**src/logic/phb_defs.svh**
```systemverilog
// Named constants for the parallel host bus controller.
// Assumes inclusion by bare name from the package and the top module.
`ifndef PHB_DEFS_SVH
`define PHB_DEFS_SVH

// ========================================
// Register offsets (APB byte addresses)
`define PHB_OFS_CTRL 8'h00
`define PHB_OFS_ADDR 8'h04
`define PHB_OFS_WDATA 8'h08
`define PHB_OFS_RDATA 8'h0c
`define PHB_OFS_STATUS 8'h10
`define PHB_OFS_ISTAT 8'h14
`define PHB_OFS_IMASK 8'h18

// ========================================
// Control, status and interrupt fields
`define PHB_CTRL_START 0
`define PHB_CTRL_WRITE 1
`define PHB_CTRL_DEVRST 2
`define PHB_CTRL_MUX 3
`define PHB_CTRL_WIDTH 4
`define PHB_CTRL_ENDIAN 5
`define PHB_CTRL_MSB 5
`define PHB_CTRL_RST 6'h34
`define PHB_STAT_BUSY 0
`define PHB_IRQ_DONE 0
`define PHB_IRQ_DEV 1
`define PHB_IRQ_N 4
`define PHB_DEV_IRQ_N 3

// ========================================
// Address and data layout
`define PHB_ADDR_LO 2
`define PHB_ADDR_HI 15
`define PHB_ABIT4 4
`define PHB_DATA_W 32
`define PHB_HALF_W 16

// ========================================
// Timing, figures in ns, counts in cycles rounded up
`define PHB_CLK_NS 5
`define PHB_T_SU_NS 10
`define PHB_T_STRB_NS 30
`define PHB_T_HOLD_NS 10
`define PHB_CYC(ns) (((ns) + `PHB_CLK_NS - 1) / `PHB_CLK_NS)
`define PHB_SU_CYC `PHB_CYC(`PHB_T_SU_NS)
`define PHB_STRB_CYC `PHB_CYC(`PHB_T_STRB_NS)
`define PHB_HOLD_CYC `PHB_CYC(`PHB_T_HOLD_NS)
`define PHB_SYNC_CYC 2
`define PHB_CNT_W 4

`endif

```
**src/logic/phb_pkg.sv**
```systemverilog
// Types shared by the parallel host bus controller.
// Assumes phb_defs.svh is on the include path.
`include "phb_defs.svh"

package phb_pkg;

    // ========================================
    // Cycle sequencer states, one-hot
    typedef enum logic [5:0] {
        ST_IDLE = 6'h01,
        ST_ALE  = 6'h02,
        ST_ALAT = 6'h04,
        ST_ADDR = 6'h08,
        ST_STRB = 6'h10,
        ST_HOLD = 6'h20
    } seq_e;

    // ========================================
    // Pins driven toward the device
    typedef struct packed {
        logic cs_n;
        logic wnr;
        logic oe_n;
        logic ale_a2;
        logic [`PHB_ADDR_HI:`PHB_ADDR_LO+1] addr;
        logic [`PHB_DATA_W-1:0] dout;
        logic doe;
    } pins_s;

endpackage

```
**src/logic/phb_host_ctrl.sv**
```systemverilog
// Host-side controller for the device's asynchronous parallel host port.
// Assumes an APB master on clk_i and the device pins on external pads.
// Summary of operation
// - The device drives data only while output enable is low, so the host releases data then.
// - Write_not_read is low for a write cycle and high for a read cycle.
// - Without multiplexing the address pins are valid when chip select falls.
// - With the mux strap at 1 the lowest address pin is the address latch strobe.
// - Every access ends with chip select rising.
`timescale 1ns/1ps

`include "phb_defs.svh"

module phb_host_ctrl (
    // Clock and reset
    input wire logic clk_i,
    input wire logic nrst_i,
    // APB slave
    input wire logic psel_i,
    input wire logic penable_i,
    input wire logic pwrite_i,
    input wire logic [7:0] paddr_i,
    input wire logic [31:0] pwdata_i,
    output logic [31:0] prdata_o,
    output logic pready_o,
    output logic pslverr_o,
    output logic irq_o,
    // Device reset and straps
    output logic dev_rst_n_o,
    output logic bus_mux_strap_o,
    output logic width_strap_o,
    output logic endian_strap_o,
    // Device bus strobes and address
    output logic cs_n_o,
    output logic write_not_read_o,
    output logic oe_n_o,
    output logic low_addr_or_latch_o,
    output logic [`PHB_ADDR_HI:`PHB_ADDR_LO+1] addr_o,
    // Shared data pins
    input wire logic [`PHB_DATA_W-1:0] data_i,
    output logic [`PHB_DATA_W-1:0] data_o,
    output logic data_oe_o,
    // Device interrupt lines
    input wire logic [`PHB_DEV_IRQ_N-1:0] dev_irq_i
);

    // ========================================
    // Declarations
    localparam logic [`PHB_CNT_W-1:0] SU_N = `PHB_CNT_W'(`PHB_SU_CYC - 1);
    localparam logic [`PHB_CNT_W-1:0] HOLD_N = `PHB_CNT_W'(`PHB_HOLD_CYC - 1);
    localparam logic [`PHB_CNT_W-1:0] WR_N = `PHB_CNT_W'(`PHB_STRB_CYC - 1);
    localparam logic [`PHB_CNT_W-1:0] RD_N =
        `PHB_CNT_W'(`PHB_STRB_CYC + `PHB_SYNC_CYC - 1);

    phb_pkg::seq_e st_r, st_nxt;
    phb_pkg::pins_s pins_r, pins_nxt;
    logic [`PHB_CNT_W-1:0] cnt_r, cnt_nxt;
    logic [31:0] rdata_r, rdata_nxt;
    logic done_r, done_nxt;
    logic [`PHB_CTRL_MSB:0] ctrl_r, ctrl_nxt;
    logic [`PHB_ADDR_HI:`PHB_ADDR_LO] addr_r, addr_nxt;
    logic [31:0] wdata_r, wdata_nxt;
    logic [`PHB_IRQ_N-1:0] istat_r, istat_nxt, imask_r, imask_nxt, ev;
    logic [2:0] strap_r, strap_nxt;
    logic devrst_n_r, devrst_n_nxt;
    logic irq_r, irq_nxt;
    logic [31:0] prdata_r, prdata_nxt;
    logic pready_r, pready_nxt, pslverr_r, pslverr_nxt;
    logic [`PHB_DATA_W-1:0] data_s;
    logic [`PHB_DEV_IRQ_N-1:0] dirq_s, dirq_q;
    logic busy, wr_en, go_strb, is_wr, wide;

    // ========================================
    // Input synchronisers for pins from the device
    phb_sync #(.W(`PHB_DATA_W + `PHB_DEV_IRQ_N)) u_sync (
        .clk_i(clk_i),
        .nrst_i(nrst_i),
        .d_i({data_i, dev_irq_i}),
        .q_o({data_s, dirq_s})
    );

    // One event per rising edge of each device interrupt line
    genvar g;
    generate
        for (g = 0; g < `PHB_DEV_IRQ_N; g++) begin : g_ev
            assign ev[`PHB_IRQ_DEV+g] = dirq_s[g] & ~dirq_q[g];
        end
    endgenerate
    assign ev[`PHB_IRQ_DONE] = done_r;

    assign busy = ~st_r[0];
    assign wr_en = psel_i & penable_i & pready_r & pwrite_i;
    assign is_wr = ctrl_r[`PHB_CTRL_WRITE];
    assign wide = strap_r[1];

    // ========================================
    // Register file, straps and interrupt next values
    always_comb begin
        ctrl_nxt = ctrl_r;
        ctrl_nxt[`PHB_CTRL_START] = 1'b0;
        addr_nxt = addr_r;
        wdata_nxt = wdata_r;
        imask_nxt = imask_r;
        istat_nxt = istat_r | ev;
        prdata_nxt = prdata_r;
        pslverr_nxt = 1'b0;
        pready_nxt = psel_i & ~penable_i & ~pready_r;
        if (wr_en) begin
            unique case (paddr_i)
                `PHB_OFS_CTRL: begin
                    // Start is refused while busy or with the device in reset
                    ctrl_nxt = pwdata_i[`PHB_CTRL_MSB:0];
                    ctrl_nxt[`PHB_CTRL_START] = pwdata_i[`PHB_CTRL_START] &
                        ~busy & ~pwdata_i[`PHB_CTRL_DEVRST];
                    if (busy) begin
                        ctrl_nxt[`PHB_CTRL_WRITE] = ctrl_r[`PHB_CTRL_WRITE];
                    end
                end
                `PHB_OFS_ADDR: begin
                    if (!busy) begin
                        addr_nxt = pwdata_i[`PHB_ADDR_HI:`PHB_ADDR_LO];
                    end
                end
                `PHB_OFS_WDATA: begin
                    if (!busy) begin
                        wdata_nxt = pwdata_i;
                    end
                end
                `PHB_OFS_ISTAT: begin
                    // New events win over the clear
                    istat_nxt = (istat_r & ~pwdata_i[`PHB_IRQ_N-1:0]) | ev;
                end
                `PHB_OFS_IMASK: imask_nxt = pwdata_i[`PHB_IRQ_N-1:0];
                default: ;
            endcase
        end
        if (pready_nxt) begin
            pslverr_nxt = 1'b0;
            unique case (paddr_i)
                `PHB_OFS_CTRL: prdata_nxt = 32'(ctrl_r);
                `PHB_OFS_ADDR: prdata_nxt = {16'h0, addr_r, 2'h0};
                `PHB_OFS_WDATA: prdata_nxt = wdata_r;
                `PHB_OFS_RDATA: prdata_nxt = rdata_r;
                `PHB_OFS_STATUS: prdata_nxt = 32'(busy);
                `PHB_OFS_ISTAT: prdata_nxt = 32'(istat_r);
                `PHB_OFS_IMASK: prdata_nxt = 32'(imask_r);
                default: begin
                    prdata_nxt = 32'h0;
                    pslverr_nxt = 1'b1;
                end
            endcase
        end
        // Straps follow control only while the device is held in reset
        strap_nxt = strap_r;
        if (ctrl_r[`PHB_CTRL_DEVRST]) begin
            strap_nxt = {ctrl_r[`PHB_CTRL_ENDIAN], ctrl_r[`PHB_CTRL_WIDTH],
                ctrl_r[`PHB_CTRL_MUX]};
        end
        devrst_n_nxt = ~ctrl_nxt[`PHB_CTRL_DEVRST];
        irq_nxt = |(istat_nxt & imask_nxt);
    end

    always_ff @(posedge clk_i) begin
        if (!nrst_i) begin
            ctrl_r <= `PHB_CTRL_RST;
            addr_r <= '0;
            wdata_r <= 32'h0;
            istat_r <= '0;
            imask_r <= '0;
            prdata_r <= 32'h0;
            pready_r <= 1'b0;
            pslverr_r <= 1'b0;
            strap_r <= 3'h0;
            devrst_n_r <= 1'b0;
            irq_r <= 1'b0;
            dirq_q <= '0;
        end else begin
            ctrl_r <= ctrl_nxt;
            addr_r <= addr_nxt;
            wdata_r <= wdata_nxt;
            istat_r <= istat_nxt;
            imask_r <= imask_nxt;
            prdata_r <= prdata_nxt;
            pready_r <= pready_nxt;
            pslverr_r <= pslverr_nxt;
            strap_r <= strap_nxt;
            devrst_n_r <= devrst_n_nxt;
            irq_r <= irq_nxt;
            dirq_q <= dirq_s;
        end
    end

    // ========================================
    // Cycle sequencer next values
    always_comb begin
        st_nxt = st_r;
        pins_nxt = pins_r;
        rdata_nxt = rdata_r;
        done_nxt = 1'b0;
        go_strb = 1'b0;
        cnt_nxt = (cnt_r == '0) ? cnt_r : cnt_r - 1'b1;
        unique case (st_r)
            phb_pkg::ST_IDLE: begin
                if (ctrl_r[`PHB_CTRL_START]) begin
                    pins_nxt.wnr = ~is_wr;
                    cnt_nxt = SU_N;
                    if (strap_r[0]) begin
                        // Address rides the shared pins at equal index
                        st_nxt = phb_pkg::ST_ALE;
                        pins_nxt.ale_a2 = 1'b1;
                        pins_nxt.addr = '0;
                        pins_nxt.dout = {16'h0, addr_r, 2'h0};
                        pins_nxt.doe = 1'b1;
                    end else begin
                        st_nxt = phb_pkg::ST_ADDR;
                        pins_nxt.ale_a2 = addr_r[`PHB_ADDR_LO];
                        pins_nxt.addr =
                            addr_r[`PHB_ADDR_HI:`PHB_ADDR_LO+1];
                    end
                end
            end
            phb_pkg::ST_ALE: begin
                if (cnt_r == '0) begin
                    st_nxt = phb_pkg::ST_ALAT;
                    pins_nxt.ale_a2 = 1'b0;
                    cnt_nxt = HOLD_N;
                end
            end
            phb_pkg::ST_ALAT: go_strb = (cnt_r == '0);
            phb_pkg::ST_ADDR: go_strb = (cnt_r == '0);
            phb_pkg::ST_STRB: begin
                if (cnt_r == '0) begin
                    if (!is_wr) begin
                        rdata_nxt = wide ? data_s : {16'h0, data_s[15:0]};
                    end
                    st_nxt = phb_pkg::ST_HOLD;
                    pins_nxt.cs_n = 1'b1;
                    pins_nxt.oe_n = 1'b1;
                    cnt_nxt = HOLD_N;
                end
            end
            phb_pkg::ST_HOLD: begin
                if (cnt_r == '0) begin
                    st_nxt = phb_pkg::ST_IDLE;
                    pins_nxt.doe = 1'b0;
                    pins_nxt.wnr = 1'b1;
                    pins_nxt.ale_a2 = 1'b0;
                    done_nxt = 1'b1;
                end
            end
            default: st_nxt = phb_pkg::ST_IDLE;
        endcase
        // Data phase; a read lets go of the pins as output enable falls
        if (go_strb) begin
            st_nxt = phb_pkg::ST_STRB;
            pins_nxt.cs_n = 1'b0;
            pins_nxt.doe = is_wr;
            pins_nxt.oe_n = is_wr;
            pins_nxt.dout = wide ? wdata_r : {16'h0, wdata_r[15:0]};
            cnt_nxt = is_wr ? WR_N : RD_N;
        end
    end

    always_ff @(posedge clk_i) begin
        if (!nrst_i) begin
            st_r <= phb_pkg::ST_IDLE;
            pins_r <= '{cs_n: 1'b1, wnr: 1'b1, oe_n: 1'b1, default: '0};
            cnt_r <= '0;
            rdata_r <= 32'h0;
            done_r <= 1'b0;
        end else begin
            st_r <= st_nxt;
            pins_r <= pins_nxt;
            cnt_r <= cnt_nxt;
            rdata_r <= rdata_nxt;
            done_r <= done_nxt;
        end
    end

    // ========================================
    // Outputs
    assign prdata_o = prdata_r;
    assign pready_o = pready_r;
    assign pslverr_o = pslverr_r;
    assign irq_o = irq_r;
    assign dev_rst_n_o = devrst_n_r;
    assign {endian_strap_o, width_strap_o, bus_mux_strap_o} = strap_r;
    assign cs_n_o = pins_r.cs_n;
    assign write_not_read_o = pins_r.wnr;
    assign oe_n_o = pins_r.oe_n;
    assign low_addr_or_latch_o = pins_r.ale_a2;
    assign addr_o = pins_r.addr;
    assign data_o = pins_r.dout;
    assign data_oe_o = pins_r.doe;

    // ========================================
    // Checks
    a_oe_no_drive: assert property (@(posedge clk_i) disable iff (!nrst_i)
        !oe_n_o |-> !data_oe_o) else $error("data driven while oe low");
    a_dir_write: assert property (@(posedge clk_i) disable iff (!nrst_i)
        !cs_n_o |-> (write_not_read_o == !is_wr))
        else $error("direction pin wrong");
    a_addr_at_cs: assert property (@(posedge clk_i) disable iff (!nrst_i)
        $fell(cs_n_o) && !strap_r[0] |->
        addr_o == addr_r[`PHB_ADDR_HI:`PHB_ADDR_LO+1] && $stable(addr_o))
        else $error("address not valid at cs fall");
    a_mux_addr_pins: assert property (@(posedge clk_i) disable iff (!nrst_i)
        $rose(low_addr_or_latch_o) && strap_r[0] |->
        data_oe_o && data_o[`PHB_ADDR_HI:`PHB_ADDR_LO] == addr_r)
        else $error("mux address not on shared pins");
    a_ale_before_cs: assert property (@(posedge clk_i) disable iff (!nrst_i)
        $fell(cs_n_o) && strap_r[0] |->
        !low_addr_or_latch_o && $past(!low_addr_or_latch_o, `PHB_HOLD_CYC))
        else $error("latch strobe not low before cs");
    a_bit4_idle: assert property (@(posedge clk_i) disable iff (!nrst_i)
        strap_r[0] |-> !addr_o[`PHB_ABIT4]) else $error("bit4 line used in mux");
    a_cs_ends: assert property (@(posedge clk_i) disable iff (!nrst_i)
        $rose(cs_n_o) |-> ##[1:`PHB_HOLD_CYC] done_r)
        else $error("access not ended after cs rise");
    a_strap_hold: assert property (@(posedge clk_i) disable iff (!nrst_i)
        dev_rst_n_o && $past(dev_rst_n_o) |-> $stable(strap_r))
        else $error("straps moved outside reset");
    a_irq_event: assert property (@(posedge clk_i) disable iff (!nrst_i)
        $rose(dirq_s[0]) |=> istat_r[`PHB_IRQ_DEV])
        else $error("device interrupt lost");

endmodule

```
**src/logic/phb_sync.sv**
```systemverilog
// Two-flop synchroniser for a bundle of independent level inputs.
// Assumes each bit is sampled as a level; no word coherence is given.
`timescale 1ns/1ps

module phb_sync #(
    parameter int W = 1
) (
    // Clock and reset
    input wire logic clk_i,
    input wire logic nrst_i,
    // Levels
    input wire logic [W-1:0] d_i,
    output logic [W-1:0] q_o
);

    logic [W-1:0] meta_r;
    logic [W-1:0] q_r;

    // First stage feeds only the second stage
    always_ff @(posedge clk_i) begin
        if (!nrst_i) begin
            meta_r <= '0;
            q_r <= '0;
        end else begin
            meta_r <= d_i;
            q_r <= meta_r;
        end
    end

    assign q_o = q_r;

endmodule
```
**config.mk**
```make
export PLATFORM = sky130hd
export DESIGN_NAME = phb_host_ctrl
export DESIGN_NICKNAME = d
export VERILOG_FILES = /design/src/logic/phb_pkg.sv /design/src/logic/phb_host_ctrl.sv /design/src/logic/phb_sync.sv
export VERILOG_INCLUDE_DIRS = /design/src /design/src/logic
export SDC_FILE = /design/constraint.sdc
export NUM_CORES = 1
export LEC_CHECK = 0
export BUFFER_PORTS_ARGS = -buffer_cell sky130_fd_sc_hd__clkbuf_2
export CORE_ASPECT_RATIO = 1.2
export CORE_MARGIN = 2
export CORE_UTILIZATION = 45
export DETAILED_ROUTE_END_ITERATION = 12
export PLACE_DENSITY_LB_ADDON = 0.15
export SKIP_CTS_REPAIR_TIMING = 1
export SLEW_MARGIN = 20
export SYNTH_ARGS = -nofsm -noshare
export SYNTH_HDL_FRONTEND = slang
export SYNTH_SLANG_ARGS = --single-unit
export TNS_END_PERCENT = 20
```
**constraint.sdc**
```tcl
create_clock -name clk_i -period 2 [get_ports clk_i]
set_clock_uncertainty 0.1 [all_clocks]
set_input_delay 0.4 -clock clk_i [delete_from_list [all_inputs] [get_ports clk_i]]
set_output_delay 0.4 -clock clk_i [all_outputs]
set_load 0.01 [all_outputs]
```
==> results.sh, run 1 <==
export IMPL_status="finished with violations"
export IMPL_violations="negative hold slack"
export IMPL_cp_max_fo=13
export IMPL_ys_top_cells_by_area="dfxtp_1, nand2_1, a21oi_1"
export IMPL_dpl_cell_area_um2=11310
export IMPL_max_slew_worst_pin_slew_ns=0.4367
export IMPL_synth_seq_cells=265
export IMPL_grt_pass1_vias=7598
export IMPL_cts_root_buf="clkbuf_16"
export IMPL_hpwl_mm=17.84
export IMPL_diodes=0
export IMPL_power_leakage_nw=5.039
export IMPL_critPathArrivalTime_ns=2.32
export IMPL_synth_top_area_share_pct=54.14
export IMPL_syn_nets=1178
export IMPL_required_ns=2.34
export IMPL_grt_total_usage_pct=21.69
export IMPL_grt_use_met3_pct=2.689
export IMPL_drt_wirelength_per_cell_um=16.12
export IMPL_antenna_found_initial=0
export IMPL_cts_sink_count=265
export IMPL_regArea_um2=5314
export IMPL_cts_buffer_depth=3
export IMPL_setup_ws_ns=0.02147
export IMPL_numCtsBuffers=26
export IMPL_slew_headroom_pct=70.89
export IMPL_clk_latency_ns=0.53
export IMPL_fillers=1954
export IMPL_detailedPlace_worstSlack_ns=-0.2008
export IMPL_totalWireLength_mm=26.02
export IMPL_initial_utilization_pct=45.46
export IMPL_worst_hold_slack_ns=-0.002003
export IMPL_place_gp_congestion=0.8627
export IMPL_syn2layout_area_growth_pct=29.79
export IMPL_syn_area_um2=9799
export IMPL_maxCapViolations=0
export IMPL_end_kind="flip-flop"
export IMPL_cp_start_kind="flip-flop"
export IMPL_worst_hold_path_type="in2reg"
export IMPL_synth_distinct_cells=69
export IMPL_final_cell_mix="dfxtp_1, nand2_1, clkbuf_2, a21oi_1, and2_1"
export IMPL_ys_warn_count=0
export IMPL_netlist_top_cell_by_area="dfxtp_1"
export IMPL_ys_flop_type="dfxtp_1"
export IMPL_avgSynthCellArea_um2=8.941
export IMPL_gr_total_overflow=0
export IMPL_layout_commonest_cell="dfxtp_1"
export IMPL_min_period_ns=1.979
export IMPL_ios=169
export IMPL_rsz0062_at_grt="true"
export IMPL_ant_nets=0
export IMPL_fin_crit_sh_pct=98.93
export IMPL_rows=59
export IMPL_grt_start_max_net_pins=98
export IMPL_crit_type="reg2reg"
export IMPL_clkSlewWorstSetupHoldPaths_ns=0.06
export IMPL_placedCellCount=1520
export IMPL_grt_pass1_wl_mm=41.12
export IMPL_p_per_area_nw_per_um2=942.2
export IMPL_grt_met1_usage_pct=31.09
export IMPL_core_area_um2=21560
export IMPL_drt_iter0_drc=596
export IMPL_multiInputGateArea_um2=4139
export IMPL_instances_no_fill=1614
export IMPL_synthCells=1096
export IMPL_via_count=8392
export IMPL_routed_via_density=5.200
export IMPL_synth_edff_count=0
export IMPL_clock_fmax_mhz=505.4
export IMPL_die_x_um=138.7
export IMPL_io_buffers=168
export IMPL_tritoncts="yes"
export IMPL_drt_pre_antenna_iters=5
export IMPL_nets=1405
export IMPL_p_total_mw=11.98
export IMPL_synth_async_reset_ratio_pct=0
export IMPL_cts_max_level=1
export IMPL_design_area_um2=12720
export IMPL_busiest_layer="met2"
export IMPL_peakVddDrop_mv=0.7237
export IMPL_use_met2_pct=34.95
export IMPL_synth_seq_area_share_pct=54.14
export IMPL_drc=0
export IMPL_chipHeight_um=165.7
export IMPL_dieArea_um2=22980
export IMPL_finalSetupViolations=0
export IMPL_slew_viol_final=0
export IMPL_hold_viol=2
export IMPL_drive_above_1_share_pct=23.43
critical path: stages (launching register included):
cell,delay (ns)
dfxtp_2,0.33
inv_1,0.04
ha_1,0.20
nor3b_4,0.15
and3_2,0.21
buf_4,0.17
a21o_4,0.21
clkbuf_16,0.17
buf_4,0.14
a311oi_2,0.18
cells in the mapped netlist (8+ instances only):
cell type / n
a311oi_1: 8
buf_4: 8
nor2_1: 78
clkbuf_1: 57
buf_2: 17
nand2_1: 202
dfxtp_1: 265
o21a_1: 10
a22oi_1: 29
nand3_1: 48
inv_1: 9
nor3_1: 22
and2_1: 79
a221oi_1: 18
nand3b_1: 13
mux2i_1: 11
a21oi_1: 119
layout make-up:
cell class / instances / share of cell area [%]
clock buffer: 39 / 5.893
sequential: 265 / 41.78
tap: 274 / 2.696
inverter: 11 / 0.3443
timing repair buffer: 284 / 16.01
multi-input combinational: 735 / 32.54
clock inverter: 6 / 0.7378
where the power goes:
part           total [mW]  internal, mW  switching, mW
Clock                4.81          2.84           1.98
Combinational        1.58         0.763          0.815
Sequential           5.59          5.47          0.119
metal layers:
metal / routed length (um) / part of all wire [%]
met1: 12010 / 46
met2: 12150 / 47
met3: 1410 / 5.4
met4: 461 / 1.8
met5: 0 / 0
registers in the layout (all words and copies together) (netlist names), 3 cells and up:
name           count
rdata_r           32
istat_r            4
dirq_q             3
prdata_o          32
ctrl_r             6
wdata_r           32
addr_r            14
st_r               6
addr_o            13
imask_r            4
cnt_r              4
strap_r            3
data_o            32
u_sync.q_o        35
u_sync.meta_r     35
kinds of logic after synthesis:
kind of cell / after synthesis / synth area share [%]
simple gates: 485 / 24.07
fa+ha+maj: 2 / 0.2553
mux: 13 / 1.353
compound gates: 231 / 15.48
flops: 265 / 54.14
buf+inv: 96 / 4.354
xor+xnor: 4 / 0.3576
through the flow:
stage	util, %	setup TNS [ns]
4_1_cts	56.36	-0.009851
3_3_place_gp	52.41	-11.93
3_5_place_dp	52.45	-8.745
2_1_floorplan	-	-0.006464
6_report	59.00	0
5_1_grt	59.00	-1.015
path summary, 6_finish.rpt:
check                 from           to  slack [ns]  cells after the start
max               cnt_r[0]    data_o[3]        0.02                      9
min           pwdata_i[27]  wdata_r[27]      -0.002                      3
max reg2reg       cnt_r[0]    data_o[3]        0.02                      9
min reg2reg  u_sync.q_o[1]    dirq_q[1]        0.33                      2
Note: power is estimated with default switching activity, not from simulation.
==> inputs of run 2 (changes only) <==
--- a/config.mk
+++ b/config.mk
@@ -7,9 +7,11 @@
 export NUM_CORES = 1
 export LEC_CHECK = 0
 export BUFFER_PORTS_ARGS = -buffer_cell sky130_fd_sc_hd__clkbuf_2
+export CELL_PAD_IN_SITES_DETAIL_PLACEMENT = 0
+export CELL_PAD_IN_SITES_GLOBAL_PLACEMENT = 1
 export CORE_ASPECT_RATIO = 1.2
 export CORE_MARGIN = 2
-export CORE_UTILIZATION = 45
+export CORE_UTILIZATION = 38
 export DETAILED_ROUTE_END_ITERATION = 12
 export PLACE_DENSITY_LB_ADDON = 0.15
 export SKIP_CTS_REPAIR_TIMING = 1
==> results.sh, run 2 (same netlist as run 1, synthesis figures left out) <==
export IMPL_final_cell_mix="dfxtp_1, nand2_1, clkbuf_2, a21oi_1, and2_1"
export IMPL_p_per_area_nw_per_um2=949.5
export IMPL_chipHeight_um=179.9
export IMPL_cp_slowest_cell="or4b_4"
export IMPL_finalSetupViolations=0
export IMPL_grt_pass1_vias=7822
export IMPL_antenna_found_initial=1
export IMPL_max_slew_worst_pin_slew_ns=0.4890
export IMPL_routed_via_density=4.953
export IMPL_cts_sink_count=265
export IMPL_rsz0062_at_grt="true"
export IMPL_ant_nets=0
export IMPL_drc=0
export IMPL_worstPathCellList="or4b_4 > nor3_4 > buf_4 > a21oi_4 > buf_12 > a22oi_1 > nor2_1"
export IMPL_io_buffers=168
export IMPL_peakVddDrop_mv=0.5611
export IMPL_drt_iter0_drc=415
export IMPL_crit_type="reg2reg"
export IMPL_power_leakage_nw=5.168
export IMPL_worst_hold_path_type="in2reg"
export IMPL_grt_start_max_net_pins=92
export IMPL_r2r_cells=7
export IMPL_hp_start="pwdata_i[23]"
export IMPL_cp_max_fo=18
export IMPL_slew_viol_final=0
export IMPL_hold_path_endpoint="wdata_r[23]"
export IMPL_slew_headroom_pct=67.35
export IMPL_timing_rr_end="data_o[22]"
export IMPL_nets=1422
export IMPL_layout_commonest_cell="dfxtp_1"
export IMPL_grt_pass1_wl_mm=43.35
export IMPL_maxCapViolations=0
export IMPL_drive_above_1_share_pct=24.36
export IMPL_fin_crit_sh_pct=96.87
export IMPL_worst_hold_slack_ns=-0.01364
export IMPL_cp_start_kind="flip-flop"
export IMPL_hold_viol=1
export IMPL_dieArea_um2=27090
export IMPL_required_ns=2.34
export IMPL_cts_max_level=1
export IMPL_drt_pre_antenna_iters=5
export IMPL_core_area_um2=25460
export IMPL_end_kind="flip-flop"
export IMPL_critPathArrivalTime_ns=2.28
export IMPL_initial_utilization_pct=38.48
export IMPL_critPathBufInv=2
export IMPL_fillers=2463
export IMPL_clkSlewWorstSetupHoldPaths_ns=0.06
export IMPL_r2r_start="st_r[0]"
export IMPL_gr_total_overflow=0
export IMPL_setup_ws_ns=0.06264
export IMPL_place_gp_congestion=0.8129
export IMPL_grt_total_usage_pct=20.00
export IMPL_tritoncts="yes"
export IMPL_cts_root_buf="clkbuf_16"
export IMPL_rows=64
export IMPL_syn2layout_area_growth_pct=33.34
export IMPL_clk_latency_ns=0.55
export IMPL_min_period_ns=1.937
export IMPL_via_count=8370
export IMPL_min_path_cells=3
export IMPL_critical_path_max_stage_delay_ns=0.50
export IMPL_status="finished with violations"
export IMPL_clock_fmax_mhz=516.2
export IMPL_drt_wirelength_per_cell_um=16.50
export IMPL_multiInputGateArea_um2=4179
export IMPL_rrSetupSlack_ns=0.06
export IMPL_critical_path_top_delay_family="simple AND/OR/NAND/NOR gates"
export IMPL_violations="negative hold slack"
export IMPL_die_x_um=150.6
export IMPL_totalWireLength_mm=27.88
export IMPL_ios=169
export IMPL_p_total_mw=12.41
export IMPL_regArea_um2=5310
export IMPL_numCtsBuffers=27
export IMPL_detailedPlace_worstSlack_ns=-0.2118
export IMPL_cts_buffer_depth=3
export IMPL_hpwl_mm=19.41
[run 2: power breakdown]
part           switching [mW]  internal, mW  leakage (nW)  total, mW
combinational           0.859         0.856          2.57       1.71
sequential              0.120          5.47          2.16       5.59
clock                    2.10          3.00         0.447       5.10
total                    3.07          9.33          5.17       12.4
[run 2: worst max path at each step]
stage / to / from / slack, ns / cells past startpoint
floorplan: cnt_r[0] / cnt_r[0] / -0.006 / 7
global placement: data_o[29] / cnt_r[0] / -0.27 / 7
detailed placement: prdata_o[24] / paddr_i[5] / -0.21 / 7
CTS: st_r[2] / st_r[0] / -0.07 / 5
global route: st_r[2] / st_r[2] / -0.04 / 7
finish: data_o[22] / st_r[0] / 0.06 / 7
[run 2: layout make-up]
class / instances / area share, %
antenna: 1 / 0.01915
clock buffer: 39 / 6.052
clock inverter: 9 / 0.8618
inverter: 11 / 0.3352
multi-input combinational: 735 / 31.98
sequential: 265 / 40.64
tap: 330 / 3.160
timing repair buffer: 300 / 16.95
[run 2: through the flow]
stage            TNS, ns  cells  instance area (um^2)  hold WS (ns)  util, %
2_1_floorplan  -0.006464   1096                  9809        0.3119        -
5_1_grt          -0.5148   1690                 13070     0.0006173    51.31
6_report               0   1690                 13070      -0.01364    51.31
4_1_cts           -1.350   1635                 12390      -0.07285    48.64
3_3_place_gp      -11.71   1587                 11480        0.3128    45.07
3_5_place_dp      -10.45   1587                 11480        0.3177    45.10
[run 2: per-layer routing]
metal  global-route usage [%]  wire length, um  up-vias
met5                        0                0        -
met4                    5.832              573        0
met3                    3.223             1519       34
met2                    30.56            12740      197
met1                    29.04            13050     3894
li1                         -                -     4245
[run 2: tightest hold or removal path: cells and delay by family]
kind | cells | cell delay, ns
AOI/OAI and AO/OA | 1 | 0.05
buffers and inverters | 1 | 0.08
and+or+nand+nor | 1 | 0.05
==> inputs of run 3 (changes only) <==
--- a/config.mk
+++ b/config.mk
@@ -12,6 +12,7 @@
 export CORE_ASPECT_RATIO = 1.2
 export CORE_MARGIN = 2
 export CORE_UTILIZATION = 38
+export CTS_BUF_LIST = sky130_fd_sc_hd__clkbuf_4 sky130_fd_sc_hd__clkbuf_8 sky130_fd_sc_hd__clkbuf_16
 export DETAILED_ROUTE_END_ITERATION = 12
 export PLACE_DENSITY_LB_ADDON = 0.15
 export SKIP_CTS_REPAIR_TIMING = 1
==> results.sh, run 3 (same netlist as run 1, synthesis figures left out) <==
export IMPL_status="finished with violations"
export IMPL_violations="negative hold slack"
export IMPL_cts_root_buf="clkbuf_16"
export IMPL_layout_commonest_cell="dfxtp_1"
export IMPL_grt_total_usage_pct=20.00
export IMPL_clk_latency_ns=0.55
export IMPL_dpl_cell_area_um2=11480
export IMPL_chipHeight_um=179.9
export IMPL_hpwl_mm=19.41
export IMPL_design_area_um2=13090
export IMPL_hold_viol=3
export IMPL_critical_path_max_stage_delay_ns=0.50
export IMPL_initial_utilization_pct=38.48
export IMPL_slew_headroom_pct=67.80
export IMPL_core_area_um2=25460
export IMPL_min_path_cells=3
export IMPL_grt_pass1_wl_mm=43.35
export IMPL_drt_iter0_drc=415
export IMPL_cp_max_fo=18
export IMPL_ios=169
export IMPL_peakVddDrop_mv=0.5644
export IMPL_drc=0
export IMPL_r2r_start="st_r[0]"
export IMPL_rsz0062_at_grt="true"
export IMPL_cts_sink_count=265
export IMPL_fillers=2462
export IMPL_drt_pre_antenna_iters=5
export IMPL_required_ns=2.34
export IMPL_finalSetupViolations=0
export IMPL_cp_slowest_cell="or4b_4"
export IMPL_rows=64
export IMPL_min_period_ns=1.941
export IMPL_gr_total_overflow=0
export IMPL_place_gp_congestion=0.8129
export IMPL_worstPathCellList="or4b_4 > nor3_4 > buf_4 > a21oi_4 > buf_12 > a22oi_1 > nor2_1"
export IMPL_die_x_um=150.6
export IMPL_routed_via_density=4.933
export IMPL_instances_no_fill=1690
export IMPL_ant_nets=0
export IMPL_tritoncts="yes"
export IMPL_totalWireLength_mm=27.93
export IMPL_placedCellCount=1587
export IMPL_cp_start_kind="flip-flop"
export IMPL_via_count=8337
export IMPL_antenna_found_initial=1
export IMPL_maxCapViolations=0
export IMPL_grt_start_max_net_pins=92
export IMPL_crit_start="st_r[0]"
export IMPL_max_slew_worst_pin_slew_ns=0.4824
export IMPL_cts_max_level=1
export IMPL_cts_buffer_depth=3
export IMPL_power_leakage_nw=5.185
export IMPL_clock_fmax_mhz=515.3
export IMPL_drive_above_1_share_pct=24.72
export IMPL_grt_pass1_vias=7826
export IMPL_tns_ns=0
export IMPL_finish_utilization_pct=51.39
export IMPL_detailedPlace_worstSlack_ns=-0.2118
export IMPL_worst_hold_slack_ns=-0.01538
export IMPL_p_total_mw=12.47
export IMPL_nets=1422
export IMPL_dieArea_um2=27090
export IMPL_final_cell_mix="dfxtp_1, nand2_1, clkbuf_2, a21oi_1, and2_1"
export IMPL_setup_ws_ns=0.05939
export IMPL_fin_crit_sh_pct=97.03
export IMPL_syn2layout_area_growth_pct=33.53
export IMPL_drt_wirelength_per_cell_um=16.53
export IMPL_numCtsBuffers=27
export IMPL_critPathArrivalTime_ns=2.28
export IMPL_p_per_area_nw_per_um2=953.4
export IMPL_clkSlewWorstSetupHoldPaths_ns=0.06
export IMPL_r2r_cells=7
export IMPL_io_buffers=168
export IMPL_end_kind="flip-flop"
export IMPL_hp_start="pwdata_i[23]"
export IMPL_slew_viol_final=0
export IMPL_crit_type="reg2reg"
export IMPL_worst_hold_path_type="in2reg"
## run 3: cell count changes in the layout (fill, tap and decap cells not counted)
cell      delta
clkbuf_1     -5
clkbuf_4     +5
## run 3: critical path, delay by kind of cell, from the launching register on
| kind | cells | cell delay [ns] |
|---|---|---|
| AND/OR/NAND/NOR | 3 | 0.74 |
| flip-flops | 1 | 0.39 |
| buffers and inverters | 2 | 0.32 |
| AO/OA/AOI/OAI | 2 | 0.25 |
## run 3: area by class of cell
class	instances	area, um^2	area share (%)
Clock buffer	39	809.5	6.187
Multi-Input combinational cell	735	4179	31.94
Antenna cell	1	2.502	0.01912
Tap cell	330	412.9	3.155
Timing Repair Buffer	300	2215	16.92
Clock inverter	9	112.6	0.8606
Inverter	11	43.79	0.3347
Sequential cell	265	5310	40.58
## run 3: where the power goes
group / total, mW / internal (mW) / switching [mW]
Sequential: 5.59 / 5.47 / 0.120
Clock: 5.17 / 3.07 / 2.10
Combinational: 1.71 / 0.856 / 0.858
## run 3: worst paths after layout
check                                   end  slack, ns
worst max register to register   data_o[19]       0.06
worst min-delay path            wdata_r[23]      -0.02
worst max-delay path             data_o[19]       0.06
worst min register to register  rdata_r[10]       0.33
## run 3: routing by layer
layer  share of wire [%]  wire length, um  track usage, %
met1                  47            13190           29.02
met2                  46            12730           30.58
met3                 5.2             1441           3.223
met4                 2.0              560           5.832
met5                   0                0               0
